===== src/rtl/spl_pkg.sv =====
// shared constants and types for the setup memory pack loader
`default_nettype none

package spl_pkg;

	// ==========================================================================
	// storage geometry
	// ==========================================================================
	localparam int SPL_ADDR_W     = 17;       // byte address into the pack store
	localparam int SPL_DATA_W     = 8;        // one byte per transfer
	localparam int SPL_PACK_BYTES = 131072;   // 128 kB of setup data

	// ==========================================================================
	// timing
	// ==========================================================================
	localparam int SPL_CLK_MHZ       = 200;
	localparam int SPL_BLINK_HALF_MS = 250;   // blink half period in ms
	localparam int SPL_BLINK_HALF_CYC = SPL_BLINK_HALF_MS * 1000 * SPL_CLK_MHZ;

	// ==========================================================================
	// register map (byte addresses on the apb bus)
	// ==========================================================================
	localparam int SPL_APB_AW = 12;
	localparam logic [11:0] SPL_OFS_CMD  = 12'h000;
	localparam logic [11:0] SPL_OFS_COIL = 12'h004;
	localparam logic [11:0] SPL_OFS_STAT = 12'h008;

	// command codes that request a write to the pack
	localparam logic [7:0] SPL_CMD_FIRST = 8'hf0;
	localparam logic [7:0] SPL_CMD_LAST  = 8'hf8;

	// output coils 400..415 occupy bits 0..15 of the coil register
	localparam int SPL_COIL_BASE  = 400;
	localparam int SPL_COIL_COUNT = 16;

	// status register bit positions
	localparam int SPL_ST_LOADING   = 0;
	localparam int SPL_ST_SAVING    = 1;
	localparam int SPL_ST_LOAD_DONE = 2;
	localparam int SPL_ST_SELECT    = 3;
	localparam int SPL_ST_PRESENT   = 4;
	localparam int SPL_ST_STANDALONE = 5;
	localparam int SPL_ST_CMD_PEND  = 6;

	// reset values
	localparam logic [7:0]  SPL_CMD_RST  = 8'h00;
	localparam logic [15:0] SPL_COIL_RST = 16'h0000;

	// ==========================================================================
	// types
	// ==========================================================================
	typedef struct packed {
		logic                  req;
		logic                  we;
		logic [SPL_ADDR_W-1:0] addr;
		logic [SPL_DATA_W-1:0] wdata;
	} spl_mem_req_t;

	typedef enum logic [2:0] {
		SPL_S_START,
		SPL_S_LD_RD,
		SPL_S_LD_WR,
		SPL_S_IDLE,
		SPL_S_SV_RD,
		SPL_S_SV_WR
	} spl_state_t;

endpackage

`default_nettype wire


===== src/rtl/spl_loader.sv =====
// setup memory pack loader: power-up copy pack to backup, commanded copy backup to pack
`timescale 1ns/1ps
`default_nettype none

// Overview of operation
// - the pack is used as data source only with the pack-load select switch on.
// - switch off means no copy at start-up; backup contents stay as they are.
// - with the switch on, pack presence is checked before any transfer begins.
// - a present pack is copied whole into backup memory at power-up.
// - after a copy the backup data is used later, pack or no pack.
// - a write-protected pack receives no writes and no error is reported.
// - the power-up copy runs regardless of the write-protect switch.
// - the status indicator blinks while data comes from the pack.
// - in expansion operation command codes f0..f8 start a write to the pack.
// - in standalone operation coils 400..415 start a write to the pack.
// - the pack store addressed holds up to 128 kB.
// - the indicator shows backup activity to internal memory and to the pack.
// - the indicator is held on while settings are copied from backup memory to the pack.
module spl_loader
	import spl_pkg::*;
#(
	parameter int PACK_BYTES     = SPL_PACK_BYTES,
	parameter int BLINK_HALF_CYC = SPL_BLINK_HALF_CYC
) (
	input  wire logic                  clk_sys,
	input  wire logic                  rst_b,
	// apb slave
	input  wire logic                  psel,
	input  wire logic                  penable,
	input  wire logic                  pwrite,
	input  wire logic [SPL_APB_AW-1:0] paddr,
	input  wire logic [31:0]           pwdata,
	output var  logic [31:0]           prdata,
	output var  logic                  pready,
	output var  logic                  pslverr,
	// straps and pack sense
	input  wire logic                  pack_load_select_switch,
	input  wire logic                  standalone_mode,
	input  wire logic                  pack_present,
	input  wire logic                  pack_write_protect,
	// pack memory port
	output var  spl_mem_req_t          pack_mem,
	input  wire logic                  pack_ack,
	input  wire logic [SPL_DATA_W-1:0] pack_rdata,
	// internal backup memory port
	output var  spl_mem_req_t          bkp_mem,
	input  wire logic                  bkp_ack,
	input  wire logic [SPL_DATA_W-1:0] bkp_rdata,
	// front panel
	output var  logic                  backup_status_indicator
);

	// ==========================================================================
	// elaboration checks
	// ==========================================================================
	if (PACK_BYTES < 1 || PACK_BYTES > (1 << SPL_ADDR_W)) begin : g_bad_size
		$error("PACK_BYTES outside the addressable pack store");
	end
	if (BLINK_HALF_CYC < 1) begin : g_bad_blink
		$error("BLINK_HALF_CYC must be at least one");
	end

	localparam logic [SPL_ADDR_W-1:0] LAST_ADDR = SPL_ADDR_W'(PACK_BYTES - 1);
	localparam logic [31:0]           BLINK_TOP = 32'(BLINK_HALF_CYC - 1);

	// ==========================================================================
	// state
	// ==========================================================================
	spl_state_t             state_reg, state_next;
	logic [SPL_ADDR_W-1:0]  addr_reg, addr_next;
	logic [SPL_DATA_W-1:0]  data_reg, data_next;
	spl_mem_req_t           pack_reg, pack_next;
	spl_mem_req_t           bkp_reg, bkp_next;
	logic                   load_done_reg, load_done_next;
	logic [7:0]             cmd_reg, cmd_next;
	logic                   cmd_pend_reg, cmd_pend_next;
	logic [15:0]            coil_reg, coil_next;
	logic [15:0]            coil_take_reg, coil_take_next;
	logic [31:0]            blink_cnt_reg, blink_cnt_next;
	logic                   blink_reg, blink_next;
	logic                   led_reg, led_next;
	logic [31:0]            prdata_reg, prdata_next;
	logic                   pready_reg, pready_next;
	logic                   pslverr_reg, pslverr_next;

	logic setup_ph;
	logic wr_cmd;
	logic wr_coil;
	logic save_req;
	logic save_start;
	logic save_end;

	// apb decode: a transfer is answered one cycle after its setup phase
	assign setup_ph = psel & ~penable;
	assign wr_cmd   = setup_ph & pwrite & (paddr == SPL_OFS_CMD);
	assign wr_coil  = setup_ph & pwrite & (paddr == SPL_OFS_COIL);

	// source of a pack write depends on the operating mode
	assign save_req = standalone_mode ? (|coil_reg) : cmd_pend_reg;
	assign save_start = (state_reg == SPL_S_IDLE) & save_req;
	assign save_end = (state_reg == SPL_S_SV_WR) & (addr_reg == LAST_ADDR)
		& (pack_write_protect | (pack_reg.req & pack_ack));

	// ==========================================================================
	// transfer sequencer
	// ==========================================================================
	// each memory access raises req, holds it until ack, then drops it one cycle
	always_comb begin
		state_next     = state_reg;
		addr_next      = addr_reg;
		data_next      = data_reg;
		pack_next      = pack_reg;
		bkp_next       = bkp_reg;
		load_done_next = load_done_reg;
		unique case (state_reg)
			SPL_S_START: begin
				addr_next = '0;
				// presence is looked at only with the select switch on
				if (pack_load_select_switch && pack_present) begin
					state_next = SPL_S_LD_RD;
				end else begin
					state_next = SPL_S_IDLE;
				end
			end
			SPL_S_LD_RD: begin
				if (!pack_reg.req) begin
					pack_next.req  = 1'b1;
					pack_next.we   = 1'b0;
					pack_next.addr = addr_reg;
				end else if (pack_ack) begin
					pack_next.req = 1'b0;
					data_next     = pack_rdata;
					state_next    = SPL_S_LD_WR;
				end
			end
			SPL_S_LD_WR: begin
				if (!bkp_reg.req) begin
					bkp_next.req   = 1'b1;
					bkp_next.we    = 1'b1;
					bkp_next.addr  = addr_reg;
					bkp_next.wdata = data_reg;
				end else if (bkp_ack) begin
					bkp_next.req = 1'b0;
					if (addr_reg == LAST_ADDR) begin
						load_done_next = 1'b1;
						state_next     = SPL_S_IDLE;
					end else begin
						addr_next  = addr_reg + SPL_ADDR_W'(1);
						state_next = SPL_S_LD_RD;
					end
				end
			end
			SPL_S_IDLE: begin
				addr_next = '0;
				if (save_req) begin
					state_next = SPL_S_SV_RD;
				end
			end
			SPL_S_SV_RD: begin
				if (!bkp_reg.req) begin
					bkp_next.req  = 1'b1;
					bkp_next.we   = 1'b0;
					bkp_next.addr = addr_reg;
				end else if (bkp_ack) begin
					bkp_next.req = 1'b0;
					data_next    = bkp_rdata;
					state_next   = SPL_S_SV_WR;
				end
			end
			SPL_S_SV_WR: begin
				// protected pack: step on silently, nothing ever reaches the pins
				if (pack_write_protect) begin
					if (addr_reg == LAST_ADDR) begin
						state_next = SPL_S_IDLE;
					end else begin
						addr_next  = addr_reg + SPL_ADDR_W'(1);
						state_next = SPL_S_SV_RD;
					end
				end else if (!pack_reg.req) begin
					pack_next.req   = 1'b1;
					pack_next.we    = 1'b1;
					pack_next.addr  = addr_reg;
					pack_next.wdata = data_reg;
				end else if (pack_ack) begin
					pack_next.req = 1'b0;
					if (addr_reg == LAST_ADDR) begin
						state_next = SPL_S_IDLE;
					end else begin
						addr_next  = addr_reg + SPL_ADDR_W'(1);
						state_next = SPL_S_SV_RD;
					end
				end
			end
		endcase
	end

	always_ff @(posedge clk_sys) begin
		if (!rst_b) begin
			state_reg     <= SPL_S_START;
			addr_reg      <= '0;
			data_reg      <= '0;
			pack_reg      <= '0;
			bkp_reg       <= '0;
			load_done_reg <= 1'b0;
		end else begin
			state_reg     <= state_next;
			addr_reg      <= addr_next;
			data_reg      <= data_next;
			pack_reg      <= pack_next;
			bkp_reg       <= bkp_next;
			load_done_reg <= load_done_next;
		end
	end

	// ==========================================================================
	// command and coil registers
	// ==========================================================================
	// a new request in the cycle its predecessor is taken is kept (set wins)
	always_comb begin
		cmd_next       = cmd_reg;
		cmd_pend_next  = cmd_pend_reg;
		coil_take_next = coil_take_reg;
		coil_next      = coil_reg;
		if (save_start) begin
			cmd_pend_next  = 1'b0;
			coil_take_next = coil_reg;
		end
		if (save_end) begin
			coil_next = coil_reg & ~coil_take_reg;
			coil_take_next = '0;
		end
		if (wr_cmd) begin
			cmd_next = pwdata[7:0];
			if (pwdata[7:0] >= SPL_CMD_FIRST && pwdata[7:0] <= SPL_CMD_LAST) begin
				cmd_pend_next = 1'b1;
			end
		end
		if (wr_coil) begin
			coil_next = (save_end ? (coil_reg & ~coil_take_reg) : coil_reg)
				| pwdata[15:0];
		end
	end

	always_ff @(posedge clk_sys) begin
		if (!rst_b) begin
			cmd_reg       <= SPL_CMD_RST;
			cmd_pend_reg  <= 1'b0;
			coil_reg      <= SPL_COIL_RST;
			coil_take_reg <= '0;
		end else begin
			cmd_reg       <= cmd_next;
			cmd_pend_reg  <= cmd_pend_next;
			coil_reg      <= coil_next;
			coil_take_reg <= coil_take_next;
		end
	end

	// ==========================================================================
	// status indicator
	// ==========================================================================
	// blink divider runs only during the load, so each load starts with the lamp on
	always_comb begin
		blink_cnt_next = '0;
		blink_next     = 1'b1;
		led_next       = 1'b0;
		if (state_reg == SPL_S_LD_RD || state_reg == SPL_S_LD_WR) begin
			blink_next = blink_reg;
			if (blink_cnt_reg == BLINK_TOP) begin
				blink_next = ~blink_reg;
			end else begin
				blink_cnt_next = blink_cnt_reg + 32'd1;
			end
			led_next = blink_reg;
		end else if (state_reg == SPL_S_SV_RD || state_reg == SPL_S_SV_WR) begin
			led_next = 1'b1;
		end
	end

	always_ff @(posedge clk_sys) begin
		if (!rst_b) begin
			blink_cnt_reg <= '0;
			blink_reg     <= 1'b1;
			led_reg       <= 1'b0;
		end else begin
			blink_cnt_reg <= blink_cnt_next;
			blink_reg     <= blink_next;
			led_reg       <= led_next;
		end
	end

	// ==========================================================================
	// apb read path
	// ==========================================================================
	// read data is prepared in the setup phase so the answer leaves a flop
	always_comb begin
		prdata_next  = prdata_reg;
		pready_next  = setup_ph;
		pslverr_next = 1'b0;
		if (setup_ph) begin
			prdata_next = '0;
			unique case (paddr)
				SPL_OFS_CMD: begin
					prdata_next[7:0] = cmd_reg;
				end
				SPL_OFS_COIL: begin
					prdata_next[15:0] = coil_reg;
				end
				SPL_OFS_STAT: begin
					prdata_next[SPL_ST_LOADING] = (state_reg == SPL_S_LD_RD)
						| (state_reg == SPL_S_LD_WR);
					prdata_next[SPL_ST_SAVING] = (state_reg == SPL_S_SV_RD)
						| (state_reg == SPL_S_SV_WR);
					prdata_next[SPL_ST_LOAD_DONE]  = load_done_reg;
					prdata_next[SPL_ST_SELECT]     = pack_load_select_switch;
					prdata_next[SPL_ST_PRESENT]    = pack_present;
					prdata_next[SPL_ST_STANDALONE] = standalone_mode;
					prdata_next[SPL_ST_CMD_PEND]   = cmd_pend_reg;
				end
				default: begin
					pslverr_next = 1'b1;
				end
			endcase
		end
	end

	always_ff @(posedge clk_sys) begin
		if (!rst_b) begin
			prdata_reg  <= '0;
			pready_reg  <= 1'b0;
			pslverr_reg <= 1'b0;
		end else begin
			prdata_reg  <= prdata_next;
			pready_reg  <= pready_next;
			pslverr_reg <= pslverr_next;
		end
	end

	// ==========================================================================
	// outputs
	// ==========================================================================
	assign prdata   = prdata_reg;
	assign pready   = pready_reg;
	assign pslverr  = pslverr_reg;
	assign pack_mem = pack_reg;
	assign bkp_mem  = bkp_reg;
	assign backup_status_indicator = led_reg;

endmodule

`default_nettype wire


===== config.mk =====
export PLATFORM = sky130hd
export DESIGN_NAME = spl_loader
export DESIGN_NICKNAME = d
export VERILOG_FILES = /design/src/rtl/spl_pkg.sv /design/src/rtl/spl_loader.sv
export SDC_FILE = /design/constraint.sdc
export NUM_CORES = 1
export LEC_CHECK = 0
export ABC_CLOCK_PERIOD_IN_PS = 2500
export BUFFER_PORTS_ARGS = -buffer_cell sky130_fd_sc_hd__buf_2
export CAP_MARGIN = 10
export CORE_ASPECT_RATIO = 1.75
export CORE_UTILIZATION = 49
export DETAILED_ROUTE_END_ITERATION = 8
export PLACE_DENSITY = 0.72
export SYNTH_ARGS = -nofsm -noshare
export SYNTH_HDL_FRONTEND = slang
export SYNTH_SLANG_ARGS = --single-unit

===== constraint.sdc =====
create_clock -name clk_sys -period 2.5 [get_ports clk_sys]
set_input_delay 0.125 -clock clk_sys [delete_from_list [all_inputs] [get_ports clk_sys]]
set_output_delay 0.125 -clock clk_sys [all_outputs]
set_load 0.01 [all_outputs]

==> results of run 1 <==
## power groups by stage
stage | clock network [mW] | logic (mW) | registers, mW
final | 2.61 | 1.29 | 2.96
after global routing | 2.76 | 1.39 | 2.97
after CTS | 2.63 | 1.27 | 2.96
after detailed placement | 0 | 1.24 | 3.02
after global placement | 0 | 1.24 | 3.02
after floorplan | 0 | 0.873 | 3.01
## layout make-up
type                    count  area [um^2]
clock inverters            14        146.4
fillers                  1381         5777
inverters                  11        41.29
clock buffers              17        425.4
flip-flops and latches    176         3523
well taps                 183        229.0
repair buffers            184         1116
multi-input cells         628         3801
## tightest hold or removal path: cells and delay by family
| kind | cells | cell delay [ns] |
|---|---|---|
| AOI/OAI and AO/OA | 1 | 0.04 |
| buffers and inverters | 1 | 0.09 |
| and+or+nand+nor | 2 | 0.16 |
## per-layer routing
layer  vias up  track usage, %  part of all wire [%]
li1       3359               -                     -
met1      3229           27.37                    40
met2       197           45.85                    54
met3        45           4.612                   3.6
met4         0           10.12                   3.0
met5         -               0                     0
## through the flow
step | cell area, um^2 | cells
5_1_grt | 9283 | 1213
6_report | 9283 | 1213
3_3_place_gp | 8503 | 1164
2_1_floorplan | 7684 | 884
4_1_cts | 9250 | 1211
3_5_place_dp | 8503 | 1164
## cells in the final DEF (no fill, tap or decap), drive strengths merged, types with 3 or more instances in the layout
cell type / count
mux2i: 44
o21ai: 51
dlygate4sd3: 16
nor4: 12
nand2b: 5
nand4: 21
inv: 19
a21oi: 63
and2: 3
xnor2: 6
or3: 15
ha: 4
dfxtp: 176
nor2b: 8
o211ai: 6
clkbuf: 17
nor3: 8
a22o: 8
nand2: 113
a22oi: 7
o22ai: 6
xor2: 24
nor2: 98
clkinvlp: 3
and4: 6
buf: 168
conb: 16
and3: 7
nand3: 40
a32o: 19
a31oi: 3
a211oi: 10
## logic make-up after synthesis
logic type	Yosys count	synth area share, %
AOI/OAI and AO/OA	189	16.19
other	1	0.04925
and+or+nand+nor	345	22.42
buffers and inverters	80	5.177
DFF	176	46.28
adders and majority gates	4	0.6574
xor gates and xnor gates	30	3.451
muxes	44	5.785
## worst max-delay path by stage
| stage | to | cells past startpoint | startpoint |
|---|---|---|---|
| 6_report | coil_take_reg[4] | 10 | addr_reg[9] |
| 2_1_floorplan | addr_reg[11] | 10 | addr_reg[0] |
| 3_3_place_gp | addr_reg[12] | 8 | addr_reg[0] |
| 5_1_grt | addr_reg[16] | 9 | addr_reg[9] |
| 3_5_place_dp | addr_reg[14] | 8 | addr_reg[0] |
| 4_1_cts | addr_reg[14] | 10 | addr_reg[0] |
## repair_timing
action	CTS	global route
pin swaps	0	4
hold endpoints to repair	24	0
setup buffers	0	1
setup endpoints to repair	7	47
resized for setup	2	4
hold buffers	16	0
==> impl_results.html, run 1 <==
<table>
<tr><th>Metric</th><th>Value</th></tr>
<tr><th colspan="2">Timing</th></tr>
<tr><td>Headroom to the max-slew limit</td><td>50.60%</td></tr>
<tr><td>Final period demand of the worst path</td><td>2.322 ns</td></tr>
<tr><td>Min Hold Slack</td><td>between 0.02 and 0.025 ns</td></tr>
<tr><td>Unrepaired setup endpoints after global routing</td><td>no</td></tr>
<tr><td>Worst Tran Pin Value</td><td>0.7411 ns</td></tr>
<tr><td>Period Utilization, post-route</td><td>roughly 93%</td></tr>
<tr><td>Post-route setup slack</td><td>0.1781 ns</td></tr>
<tr><td>Final number of setup-violating endpoints</td><td>0</td></tr>
<tr><td>Final total negative setup slack</td><td>0 ns</td></tr>
<tr><td>Final Hold Violating Endpoints</td><td>0</td></tr>
<tr><td>Timing-limited maximum frequency</td><td>430.7 MHz</td></tr>
<tr><td>Setup clock skew after layout</td><td>roughly 0.014 ns</td></tr>
<tr><td>Pins over their slew limit</td><td>0</td></tr>
<tr><th colspan="2">Floorplan</th></tr>
<tr><td>Die area</td><td>0.01606 mm^2</td></tr>
<tr><td>Chip Width</td><td>96.23 um</td></tr>
<tr><td>Placement row count</td><td>59</td></tr>
<tr><td>Placeable Area</td><td>0.01506 mm^2</td></tr>
<tr><td>Initial standard-cell utilization of the core</td><td>~51%</td></tr>
<tr><td>Ports placed on the boundary</td><td>160</td></tr>
<tr><td>Vertical die dimension</td><td>166.9 um</td></tr>
<tr><th colspan="2">Clock tree</th></tr>
<tr><td>Worst-skew pair later-pin latency</td><td>about 0.43 ns</td></tr>
<tr><td>Number of levels the H-tree was split into</td><td>4</td></tr>
<tr><td>Number of buffers inserted during clock tree synthesis</td><td>17</td></tr>
<tr><td>Buffer cell driving the clock tree root</td><td>clkbuf_16</td></tr>
<tr><td>Clock-pin transition on the worst setup and hold timing paths</td><td>0.08 ns</td></tr>
<tr><td>Clock tree from TritonCTS</td><td>built</td></tr>
<tr><td>Number of clock sinks</td><td>176</td></tr>
<tr><td>Max clock buf depth</td><td>2</td></tr>
<tr><th colspan="2">Setup path</th></tr>
<tr><td>Max stage delay cell, worst path</td><td>dfxtp_1</td></tr>
<tr><td>Required time of the critical path</td><td>2.82 ns</td></tr>
<tr><td>Launching point of the worst reg2reg path</td><td>addr_reg[9]</td></tr>
<tr><td>CP max FO</td><td>17</td></tr>
<tr><td>Cell-by-cell trace of the critical path</td><td>nand4_1 -&gt; nor3_4 -&gt; and3_1 -&gt; ha_2 -&gt; buf_4 -&gt; nor3b_4 -&gt; buf_12 -&gt; nand2b_1 -&gt; buf_4 -&gt; a21oi_1</td></tr>
<tr><td>FF-to-FF path depth</td><td>10</td></tr>
<tr><td>Cell class contributing the biggest share of worst-path delay</td><td>simple AND/OR/NAND/NOR gates</td></tr>
<tr><td>Startpoint-to-endpoint class of the critical path</td><td>reg -&gt; reg</td></tr>
<tr><td>Buf/Inv on CP</td><td>3</td></tr>
<tr><td>Flop2flop setup slack</td><td>about 0.18 ns</td></tr>
<tr><td>Element type at the critical path end</td><td>register</td></tr>
<tr><td>Most frequent cell on the critical path</td><td>buf_4</td></tr>
<tr><td>Worst EP arrival</td><td>roughly 2.6 ns</td></tr>
<tr><td>Reg-to-reg endpoint</td><td>coil_take_reg[4]</td></tr>
<tr><td>Startpoint Class</td><td>register</td></tr>
<tr><td>Max stage delay on crit path</td><td>0.42 ns</td></tr>
<tr><th colspan="2">Worst hold path</th></tr>
<tr><td>WHS Endpoint</td><td>pslverr</td></tr>
<tr><td>Min-Delay Path Class</td><td>in -&gt; reg</td></tr>
<tr><td>Hold Path Cell Cnt</td><td>4</td></tr>
<tr><td>Hold_sp</td><td>penable</td></tr>
<tr><th colspan="2">Global route</th></tr>
<tr><td>Remaining global-route overflow</td><td>0</td></tr>
<tr><td>Global-route wire length before repair</td><td>31620 um</td></tr>
<tr><td>Largest net degree at the start of global routing</td><td>44</td></tr>
<tr><td>Antenna violations before repair</td><td>0</td></tr>
<tr><td>GRT Total Usage</td><td>25.07%</td></tr>
<tr><td>Via count of the first global-routing pass</td><td>6563</td></tr>
<tr><th colspan="2">Power and ir drop</th></tr>
<tr><td>Combinational group share of total power</td><td>18.8%</td></tr>
<tr><td>Tot Pwr</td><td>6.862 mW</td></tr>
<tr><td>Psw</td><td>around 2.1 mW</td></tr>
<tr><td>Total internal power</td><td>4.729 mW</td></tr>
<tr><td>Switch share</td><td>31.08%</td></tr>
<tr><td>Leak pwr</td><td>3.703 nW</td></tr>
<tr><td>Proportion of power drawn by flip-flops and latches</td><td>43.2%</td></tr>
<tr><td>Areal power density over the cells</td><td>739.3 mW/mm^2</td></tr>
<tr><td>Worst vdd rail ir drop</td><td>0.4953 mV</td></tr>
<tr><td>Clock power frac</td><td>38.0%</td></tr>
<tr><th colspan="2">Finish</th></tr>
<tr><td>Antenna diode instance count</td><td>0</td></tr>
<tr><td>Final core utilization</td><td>61.64%</td></tr>
<tr><td>Layout cells sized above 1</td><td>21.94%</td></tr>
<tr><td>Max reg flops</td><td>32</td></tr>
<tr><td>Number of nets in the layout</td><td>1093</td></tr>
<tr><td>Area grow syn2layout</td><td>21.92%</td></tr>
<tr><th colspan="2">Synth</th></tr>
<tr><td>Async S/R FF share, synth</td><td>0%</td></tr>
<tr><td>Gate Count Post-Synth</td><td>869</td></tr>
<tr><td>Cell type with the highest aggregate area in the netlist</td><td>dfxtp_1</td></tr>
<tr><td>Area of the mapped netlist</td><td>about 0.0076 mm^2</td></tr>
<tr><td>Most frequent cell after synthesis</td><td>dfxtp_1</td></tr>
<tr><td>Netlist cell types</td><td>between 60 and 70</td></tr>
<tr><td>Main area contributors after synthesis</td><td>dfxtp_1 46%, mux2i_1 5.8%, nand2_1 5.6%</td></tr>
<tr><td>Flip-flop cell with the highest count after synthesis</td><td>dfxtp_1</td></tr>
<tr><td>Synth Area per Inst</td><td>between 8 and 9 um^2</td></tr>
<tr><td>Yosys warns</td><td>0</td></tr>
<tr><td>Sequential fraction of the synthesis area</td><td>46.28%</td></tr>
<tr><td>Number of flip-flops and latches in the synthesized netlist</td><td>176</td></tr>
<tr><td>Number of flops mapped to enable cells by yosys</td><td>0</td></tr>
<tr><td>Most frequent cells after synthesis</td><td>176 x dfxtp_1, 113 x nand2_1, 97 x nor2_1</td></tr>
<tr><td>Proportion of netlist area held by the largest area contributor</td><td>46.28%</td></tr>
<tr><th colspan="2">Drt</th></tr>
<tr><td>DRC violation total after the first TritonRoute iteration</td><td>333</td></tr>
<tr><td>Post-detailed-route via-to-cell ratio</td><td>5.631</td></tr>
<tr><td>Wire length per cell after detailed routing</td><td>around 16 um</td></tr>
<tr><td>Antenna viol nets, final</td><td>0</td></tr>
<tr><td>Sum of routed wire length over all layers</td><td>19340 um</td></tr>
<tr><td>Detailed-routing iteration count for the pre-antenna-repair pass</td><td>5</td></tr>
<tr><td>DR vias</td><td>just under 7000</td></tr>
<tr><td>Remaining DRCs</td><td>0</td></tr>
<tr><th colspan="2">Placed design</th></tr>
<tr><td>GP Congestion</td><td>0.8381</td></tr>
<tr><td>Detailed placer's ending HPWL</td><td>13850 um</td></tr>
<tr><td>Worst setup slack before clock tree synthesis</td><td>-0.02679 ns</td></tr>
<tr><td>Port Buffer Count</td><td>approximately 130</td></tr>
<tr><th colspan="2">Status</th></tr>
<tr><td>Result of the run</td><td>completed</td></tr>
<tr><th colspan="2">Run</th></tr>
<tr><td>Count of max-cap constraint violations</td><td>0</td></tr>
</table>
(Power assumes the default switching activity.)
==> inputs of run 2 (changes only) <==
==> config.mk (replaced) <==
export PLATFORM = sky130hd
export DESIGN_NAME = spl_loader
export DESIGN_NICKNAME = d
export VERILOG_FILES = /design/src/rtl/spl_pkg.sv /design/src/rtl/spl_loader.sv
export SDC_FILE = /design/constraint.sdc
export NUM_CORES = 1
export LEC_CHECK = 0
export ABC_CLOCK_PERIOD_IN_PS = 2980
export BUFFER_PORTS_ARGS = -buffer_cell sky130_fd_sc_hd__buf_2
export CORE_ASPECT_RATIO = 1.75
export CORE_UTILIZATION = 55
export DETAILED_ROUTE_END_ITERATION = 8
export PLACE_DENSITY = 0.76
export SYNTH_ARGS = -nofsm -noshare
export SYNTH_HDL_FRONTEND = slang
export SYNTH_SLANG_ARGS = --single-unit
==> constraint.sdc (replaced) <==
create_clock -name clk_sys -period 2.98 [get_ports clk_sys]
set_input_delay 0.149 -clock clk_sys [delete_from_list [all_inputs] [get_ports clk_sys]]
set_output_delay 0.149 -clock clk_sys [all_outputs]
set_load 0.01 [all_outputs]
==> impl_results.html, run 2 (synthesized netlist as in run 1, its figures left out) <==
<table>
<tr><th>Metric</th><th>Value</th></tr>
<tr><th colspan="2">Setup path</th></tr>
<tr><td>CP max FO</td><td>9 (-8)</td></tr>
<tr><td>Startpoint-to-endpoint class of the critical path</td><td>reg -&gt; reg</td></tr>
<tr><td>Cell-by-cell trace of the critical path</td><td>ha_1 -&gt; and3_1 -&gt; and3_1 -&gt; ha_1 -&gt; nand3b_1 -&gt; a2111oi_2 -&gt; buf_4 -&gt; o211ai_1 -&gt; xor2_1 -&gt; nor2_1</td></tr>
<tr><td>Buf/Inv on CP</td><td>1 (-2)</td></tr>
<tr><td>Max stage delay cell, worst path</td><td>a2111oi_2</td></tr>
<tr><td>Max stage delay on crit path</td><td>0.41 ns (about the same)</td></tr>
<tr><td>Startpoint Class</td><td>register</td></tr>
<tr><td>Worst EP arrival</td><td>2.90 ns (+0.26 ns)</td></tr>
<tr><td>Flop2flop setup slack</td><td>0.35 ns (+0.17 ns)</td></tr>
<tr><td>Element type at the critical path end</td><td>register</td></tr>
<tr><td>Required time of the critical path</td><td>3.25 ns (+0.43 ns)</td></tr>
<tr><td>Cell class contributing the biggest share of worst-path delay</td><td>simple AND/OR/NAND/NOR gates</td></tr>
<tr><th colspan="2">Clock tree</th></tr>
<tr><td>Number of levels the H-tree was split into</td><td>4 (unchanged)</td></tr>
<tr><td>Total setup buffers inserted after CTS</td><td>0 (unchanged)</td></tr>
<tr><td>Number of clock sinks</td><td>176 (unchanged)</td></tr>
<tr><td>Number of buffers inserted during clock tree synthesis</td><td>17 (unchanged)</td></tr>
<tr><td>Worst-skew pair later-pin latency</td><td>0.43 ns (about the same)</td></tr>
<tr><td>Max clock buf depth</td><td>2 (unchanged)</td></tr>
<tr><td>Buffer cell driving the clock tree root</td><td>clkbuf_16</td></tr>
<tr><td>Clock-pin transition on the worst setup and hold timing paths</td><td>0.07 ns (about the same)</td></tr>
<tr><td>Clock tree from TritonCTS</td><td>built</td></tr>
<tr><th colspan="2">Global route</th></tr>
<tr><td>Antenna violations before repair</td><td>1 (+1)</td></tr>
<tr><td>Global-route wire length before repair</td><td>30720 um (-2.8%)</td></tr>
<tr><td>Via count of the first global-routing pass</td><td>6368 (-3.0%)</td></tr>
<tr><td>GRT Total Usage</td><td>26.77% (+1.7 points)</td></tr>
<tr><td>Largest net degree at the start of global routing</td><td>30 (-32%)</td></tr>
<tr><td>Remaining global-route overflow</td><td>0 (unchanged)</td></tr>
<tr><th colspan="2">Finish</th></tr>
<tr><td>Area grow syn2layout</td><td>18.90%</td></tr>
<tr><td>Max reg flops</td><td>32 (unchanged)</td></tr>
<tr><td>Most frequent cells in the layout</td><td>176 x dfxtp_1, 127 x buf_2, 113 x nand2_1</td></tr>
<tr><td>Leading cell type in the layout, fill and taps excluded</td><td>dfxtp_1</td></tr>
<tr><td>Number of fill cells</td><td>1174 (-15%)</td></tr>
<tr><td>Layout cells sized above 1</td><td>19.56% (-2.4 points)</td></tr>
<tr><td>Number of nets in the layout</td><td>1069 (-2.2%)</td></tr>
<tr><th colspan="2">Drt</th></tr>
<tr><td>Antenna viol nets, final</td><td>0 (unchanged)</td></tr>
<tr><td>Post-detailed-route via-to-cell ratio</td><td>5.743 (+2.0%)</td></tr>
<tr><td>DR vias</td><td>6788 (-0.61%)</td></tr>
<tr><td>DRC violation total after the first TritonRoute iteration</td><td>350 (+5.1%)</td></tr>
<tr><td>Remaining DRCs</td><td>0 (unchanged)</td></tr>
<tr><td>Detailed-routing iteration count for the pre-antenna-repair pass</td><td>5 (unchanged)</td></tr>
<tr><td>Wire length per cell after detailed routing</td><td>15.95 um (about the same)</td></tr>
<tr><td>Sum of routed wire length over all layers</td><td>18860 um (-2.5%)</td></tr>
<tr><th colspan="2">Floorplan</th></tr>
<tr><td>Placeable Area</td><td>0.01345 mm^2 (-11%)</td></tr>
<tr><td>Ports placed on the boundary</td><td>160 (unchanged)</td></tr>
<tr><td>Die area</td><td>0.01434 mm^2 (-11%)</td></tr>
<tr><td>Chip Width</td><td>90.94 um (-5.5%)</td></tr>
<tr><td>Initial standard-cell utilization of the core</td><td>56.59% (+6.0 points)</td></tr>
<tr><td>Placement row count</td><td>56 (-5.1%)</td></tr>
<tr><td>Vertical die dimension</td><td>157.6 um (-5.5%)</td></tr>
<tr><th colspan="2">Placed design</th></tr>
<tr><td>Detailed placer's ending HPWL</td><td>13230 um (-4.5%)</td></tr>
<tr><td>Port Buffer Count</td><td>127 (unchanged)</td></tr>
<tr><td>GP Congestion</td><td>0.8957 (+6.9%)</td></tr>
<tr><th colspan="2">Timing</th></tr>
<tr><td>Final total negative setup slack</td><td>0 ns (unchanged)</td></tr>
<tr><td>Final number of setup-violating endpoints</td><td>0 (unchanged)</td></tr>
<tr><td>Headroom to the max-slew limit</td><td>20.04% (-31 points)</td></tr>
<tr><td>Setup clock skew after layout</td><td>0.01412 ns (-0.0001487 ns)</td></tr>
<tr><td>Period Utilization, post-route</td><td>88.24% (-4.6 points)</td></tr>
<tr><td>Final Hold Violating Endpoints</td><td>0 (unchanged)</td></tr>
<tr><td>Unrepaired setup endpoints after global routing</td><td>no</td></tr>
<tr><td>Worst Tran Pin Value</td><td>1.191 ns (+0.4503 ns)</td></tr>
<tr><td>Pins over their slew limit</td><td>0 (unchanged)</td></tr>
<tr><td>Final period demand of the worst path</td><td>2.630 ns (+0.3078 ns)</td></tr>
<tr><td>Timing-limited maximum frequency</td><td>380.3 MHz (-12%)</td></tr>
<tr><td>Min Hold Slack</td><td>0.04122 ns (+0.01697 ns)</td></tr>
<tr><th colspan="2">Status</th></tr>
<tr><td>Result of the run</td><td>completed</td></tr>
<tr><th colspan="2">Power and ir drop</th></tr>
<tr><td>Areal power density over the cells</td><td>626.4 mW/mm^2 (-15%)</td></tr>
<tr><td>Worst vdd rail ir drop</td><td>0.4792 mV (-3.2%)</td></tr>
<tr><td>Leak pwr</td><td>3.563 nW (-3.8%)</td></tr>
<tr><th colspan="2">Run</th></tr>
<tr><td>Count of max-cap constraint violations</td><td>0 (unchanged)</td></tr>
<tr><th colspan="2">Worst hold path</th></tr>
<tr><td>Min-Delay Path Class</td><td>in -&gt; reg</td></tr>
</table>
run 2: changes by cell type in the layout (fill, tap and decap cells not counted), moves of 2 or more:
cell      before  now
buf_4         40   17
ha_2           2    0
inv_8          4    2
clkbuf_8       0    2
clkbuf_1       0    2
ha_1           2    4
run 2: per-layer routing:
| metal | track usage (%) | vias up | wire length (um) |
|---|---|---|---|
| li1 | - | 3310 | - |
| met3 | 5.091 | 45 | 898 |
| met1 | 28.97 | 3216 | 7407 |
| met5 | 0 | - | 0 |
| met4 | 12.09 | 0 | 617 |
| met2 | 50.11 | 217 | 9932 |
run 2: cell type report:
cell class	instances	area, um^2	area share (%)
antenna	1	2.502	0.02764
clock buffer	21	460.4	5.086
clock inverter	11	120.1	1.327
inverter	11	41.29	0.4561
multi-input combinational	628	3764	41.58
sequential	176	3523	38.92
tap	174	217.7	2.405
timing repair buffer	160	923.4	10.20
run 2: final timing paths:
| path | startpoint | cells past startpoint | to |
|---|---|---|---|
| hold reg to reg | pack_mem[13] | 2 | pack_mem[13] |
| setup reg to reg | addr_reg[0] | 10 | addr_reg[5] |
| hold / removal | penable | 4 | pready |
| setup / recovery | addr_reg[0] | 10 | addr_reg[5] |
run 2: worst reg2reg max path, stage by stage, from the launching register on:
cell,delay [ns]
dfxtp_1,0.35
ha_1,0.24
and3_1,0.18
and3_1,0.17
ha_1,0.29
nand3b_1,0.28
a2111oi_2,0.41
buf_4,0.21
o211ai_1,0.11
xor2_1,0.19
nor2_1,0.05
run 2: where the power goes:
group	internal, mW	switching (mW)
sequential	2.42	0.108
clock	1.22	0.981
combinational	0.306	0.635
total	3.95	1.72
run 2: repair_timing:
action | in CTS | in global routing
gates resized for setup | 0 | 1
hold buffers | 16 | 0
endpoints found under the setup margin | 0 | 2
endpoints found under the hold margin | 24 | 0
run 2: through the flow:
step | setup slack, ns | std cells | power [mW] | utilization [%] | instance area, um^2
2_1_floorplan | 0.3228 | 884 | 3.261 | - | 7670
5_1_grt | 0.03981 | 1182 | 5.886 | 67.29 | 9052
3_5_place_dp | 0.2793 | 1133 | 3.495 | 61.72 | 8303
4_1_cts | 0.2258 | 1181 | 5.694 | 67.22 | 9044
6_report | 0.3503 | 1182 | 5.670 | 67.29 | 9052
3_3_place_gp | 0.3157 | 1133 | 3.486 | 61.72 | 8303
==> inputs of run 3 (changes only) <==
--- a/config.mk
+++ b/config.mk
@@ -10,6 +10,7 @@
 export CORE_ASPECT_RATIO = 1.75
 export CORE_UTILIZATION = 55
 export DETAILED_ROUTE_END_ITERATION = 8
+export MAX_ROUTING_LAYER = met4
 export PLACE_DENSITY = 0.76
 export SYNTH_ARGS = -nofsm -noshare
 export SYNTH_HDL_FRONTEND = slang
==> constraint.sdc (replaced) <==
create_clock -name clk_sys -period 2.98 [get_ports clk_sys]
set_input_delay 0.447 -clock clk_sys [delete_from_list [all_inputs] [get_ports clk_sys]]
set_output_delay 0.447 -clock clk_sys [all_outputs]
set_load 0.01 [all_outputs]
==> impl_results.html, run 3 (synthesized netlist as in run 1, its figures left out) <==
<table>
<tr><th>Metric</th><th>Value</th></tr>
<tr><th colspan="2">Status</th></tr>
<tr><td>Result of the run</td><td>completed</td></tr>
<tr><th colspan="2">Finish</th></tr>
<tr><td>Layout cells sized above 1</td><td>19.96% (+0.40 points)</td></tr>
<tr><td>Number of fill cells</td><td>1209 (+3.0%)</td></tr>
<tr><td>Sequential cell area</td><td>0.003523 mm^2 (unchanged)</td></tr>
<tr><td>Number of nets in the layout</td><td>1055 (-1.3%)</td></tr>
<tr><td>Final core utilization</td><td>65.89% (-1.4 points)</td></tr>
<tr><td>Total area of multi-input combinational cells</td><td>0.003757 mm^2 (-0.17%)</td></tr>
<tr><td>Most frequent cells in the layout</td><td>176 x dfxtp_1, 127 x buf_2, 113 x nand2_1</td></tr>
<tr><td>Max reg flops</td><td>32 (unchanged)</td></tr>
<tr><td>Leading cell type in the layout, fill and taps excluded</td><td>dfxtp_1</td></tr>
<tr><td>Area grow syn2layout</td><td>16.43%</td></tr>
<tr><td>Antenna diode instance count</td><td>0 (-1)</td></tr>
<tr><th colspan="2">Clock tree</th></tr>
<tr><td>Clock tree from TritonCTS</td><td>built</td></tr>
<tr><td>Number of clock sinks</td><td>176 (unchanged)</td></tr>
<tr><td>Clock-pin transition on the worst setup and hold timing paths</td><td>0.07 ns (about the same)</td></tr>
<tr><td>Number of buffers added to fix hold violations after cts</td><td>0 (-16)</td></tr>
<tr><td>Post-CTS Resized</td><td>0 (unchanged)</td></tr>
<tr><td>Number of levels the H-tree was split into</td><td>4 (unchanged)</td></tr>
<tr><td>Total setup buffers inserted after CTS</td><td>0 (unchanged)</td></tr>
<tr><td>Buffer cell driving the clock tree root</td><td>clkbuf_16</td></tr>
<tr><td>Number of buffers inserted during clock tree synthesis</td><td>17 (unchanged)</td></tr>
<tr><td>Worst-skew pair later-pin latency</td><td>0.44 ns (about the same)</td></tr>
<tr><td>Max clock buf depth</td><td>2 (unchanged)</td></tr>
<tr><th colspan="2">Drt</th></tr>
<tr><td>Post-detailed-route via-to-cell ratio</td><td>5.705 (-0.66%)</td></tr>
<tr><td>Detailed-routing iteration count for the pre-antenna-repair pass</td><td>5 (unchanged)</td></tr>
<tr><td>Antenna viol nets, final</td><td>0 (unchanged)</td></tr>
<tr><td>DRC violation total after the first TritonRoute iteration</td><td>338 (-3.4%)</td></tr>
<tr><td>Wire length per cell after detailed routing</td><td>15.78 um (-1.1%)</td></tr>
<tr><td>Sum of routed wire length over all layers</td><td>18400 um (-2.4%)</td></tr>
<tr><td>DR vias</td><td>6652 (-2.0%)</td></tr>
<tr><td>Remaining DRCs</td><td>0 (unchanged)</td></tr>
<tr><th colspan="2">Timing</th></tr>
<tr><td>Final Hold Violating Endpoints</td><td>0 (unchanged)</td></tr>
<tr><td>Setup clock skew after layout</td><td>0.01451 ns (+0.0003936 ns)</td></tr>
<tr><td>Final number of setup-violating endpoints</td><td>0 (unchanged)</td></tr>
<tr><td>Unrepaired setup endpoints after global routing</td><td>no</td></tr>
<tr><td>Pins over their slew limit</td><td>0 (unchanged)</td></tr>
<tr><td>Worst Tran Pin Value</td><td>1.155 ns (-0.03604 ns)</td></tr>
<tr><td>Headroom to the max-slew limit</td><td>22.46% (+2.4 points)</td></tr>
<tr><td>Period Utilization, post-route</td><td>93.19% (+4.9 points)</td></tr>
<tr><td>Final period demand of the worst path</td><td>2.777 ns (+0.1474 ns)</td></tr>
<tr><td>Final total negative setup slack</td><td>0 ns (unchanged)</td></tr>
<tr><td>Timing-limited maximum frequency</td><td>360.1 MHz (-5.3%)</td></tr>
<tr><th colspan="2">Setup path</th></tr>
<tr><td>Reg-to-reg endpoint</td><td>addr_reg[14]</td></tr>
<tr><td>Launching point of the worst reg2reg path</td><td>addr_reg[0]</td></tr>
<tr><td>Buf/Inv on CP</td><td>0 (-1)</td></tr>
<tr><td>Startpoint Class</td><td>register</td></tr>
<tr><td>Cell class contributing the biggest share of worst-path delay</td><td>simple AND/OR/NAND/NOR gates</td></tr>
<tr><td>Cell-by-cell trace of the critical path</td><td>ha_1 -&gt; and3_1 -&gt; and3_1 -&gt; ha_1 -&gt; nor4_1 -&gt; o2111ai_1 -&gt; xor2_1 -&gt; nor2_1</td></tr>
<tr><td>Worst EP arrival</td><td>3.06 ns (+0.16 ns)</td></tr>
<tr><td>Element type at the critical path end</td><td>register</td></tr>
<tr><td>Startpoint-to-endpoint class of the critical path</td><td>reg -&gt; reg</td></tr>
<tr><td>Flop2flop setup slack</td><td>0.20 ns (-0.15 ns)</td></tr>
<tr><td>Max stage delay on crit path</td><td>0.88 ns (+0.47 ns)</td></tr>
<tr><td>FF-to-FF path depth</td><td>8 (-2)</td></tr>
<tr><td>Required time of the critical path</td><td>3.26 ns (about the same)</td></tr>
<tr><td>CP max FO</td><td>9 (unchanged)</td></tr>
<tr><td>Max stage delay cell, worst path</td><td>nor4_1</td></tr>
<tr><th colspan="2">Run</th></tr>
<tr><td>Count of max-cap constraint violations</td><td>0 (unchanged)</td></tr>
<tr><th colspan="2">Power and ir drop</th></tr>
<tr><td>Areal power density over the cells</td><td>625.8 mW/mm^2 (about the same)</td></tr>
<tr><td>Tot Pwr</td><td>5.548 mW (-2.2%)</td></tr>
<tr><td>Worst vdd rail ir drop</td><td>0.4216 mV (-12%)</td></tr>
<tr><td>Leak pwr</td><td>3.498 nW (-1.8%)</td></tr>
<tr><th colspan="2">Worst hold path</th></tr>
<tr><td>Hold_sp</td><td>pwdata[9]</td></tr>
<tr><td>Min-Delay Path Class</td><td>in -&gt; reg</td></tr>
<tr><td>Hold Path Cell Cnt</td><td>2 (-2)</td></tr>
<tr><td>WHS Endpoint</td><td>coil_reg[9]</td></tr>
<tr><th colspan="2">Placed design</th></tr>
<tr><td>Port Buffer Count</td><td>127 (unchanged)</td></tr>
<tr><td>Detailed placer's ending HPWL</td><td>13320 um (+0.73%)</td></tr>
<tr><td>GP Congestion</td><td>0.9468 (+5.7%)</td></tr>
<tr><th colspan="2">Global route</th></tr>
<tr><td>GRT Total Usage</td><td>26.96% (+0.20 points)</td></tr>
<tr><td>Remaining global-route overflow</td><td>0 (unchanged)</td></tr>
<tr><td>Largest net degree at the start of global routing</td><td>29 (-3.3%)</td></tr>
<tr><td>Antenna violations before repair</td><td>0 (-1)</td></tr>
<tr><td>Global-route wire length before repair</td><td>30010 um (-2.3%)</td></tr>
<tr><td>Via count of the first global-routing pass</td><td>6163 (-3.2%)</td></tr>
<tr><th colspan="2">Floorplan</th></tr>
<tr><td>Die area</td><td>0.01434 mm^2 (unchanged)</td></tr>
<tr><td>Chip Width</td><td>90.94 um (unchanged)</td></tr>
<tr><td>Vertical die dimension</td><td>157.6 um (unchanged)</td></tr>
<tr><td>Initial standard-cell utilization of the core</td><td>56.59% (unchanged)</td></tr>
<tr><td>Placement row count</td><td>56 (unchanged)</td></tr>
<tr><td>Ports placed on the boundary</td><td>160 (unchanged)</td></tr>
<tr><td>Placeable Area</td><td>0.01345 mm^2 (unchanged)</td></tr>
</table>
==> run 3: metrics by stage <==
stage                     setup WS [ns]  std cells  instance area, um^2  hold slack (ns)
after floorplan                  0.3228        884                 7670           0.4296
after global placement           0.2846       1135                 8318           0.4399
after detailed placement         0.2692       1135                 8318           0.4432
after CTS                        0.2403       1166                 8865           0.2187
after global routing            0.08336       1166                 8865           0.2196
final                            0.2029       1166                 8865           0.2217
==> run 3: worst max path at each step <==
stage,from,endpoint,slack [ns],cells past startpoint
5_1_grt,addr_reg[0],addr_reg[14],0.08,8
6_report,addr_reg[0],addr_reg[14],0.20,8
2_1_floorplan,addr_reg[3],coil_reg[10],0.32,10
3_3_place_gp,addr_reg[0],addr_reg[14],0.28,8
4_1_cts,addr_reg[0],addr_reg[14],0.24,8
3_5_place_dp,addr_reg[0],addr_reg[14],0.27,8
==> run 3: report_power, final <==
| group | leakage (nW) | internal [mW] | switching, mW |
|---|---|---|---|
| Clock | 0.270 | 1.11 | 0.993 |
| Combinational | 1.81 | 0.294 | 0.629 |
| Sequential | 1.42 | 2.42 | 0.104 |
==> run 3: final cells by class <==
class / count / area share (%)
Clock buffer: 19 / 4.996
Clock inverter: 12 / 1.171
Inverter: 11 / 0.4658
Multi-Input combinational cell: 628 / 42.39
Sequential cell: 176 / 39.75
Tap cell: 174 / 2.456
Timing Repair Buffer: 146 / 8.779
==> run 3: routing by layer <==
| layer | track usage [%] | vias to the layer above | wire length (um) |
|---|---|---|---|
| met2 | 48.92 | 215 | 9762 |
| met1 | 28.89 | 3122 | 7248 |
| li1 | - | 3276 | - |
| met3 | 4.899 | 39 | 906 |
| met4 | 10.88 | 0 | 481 |
| met5 | - | - | 0 |
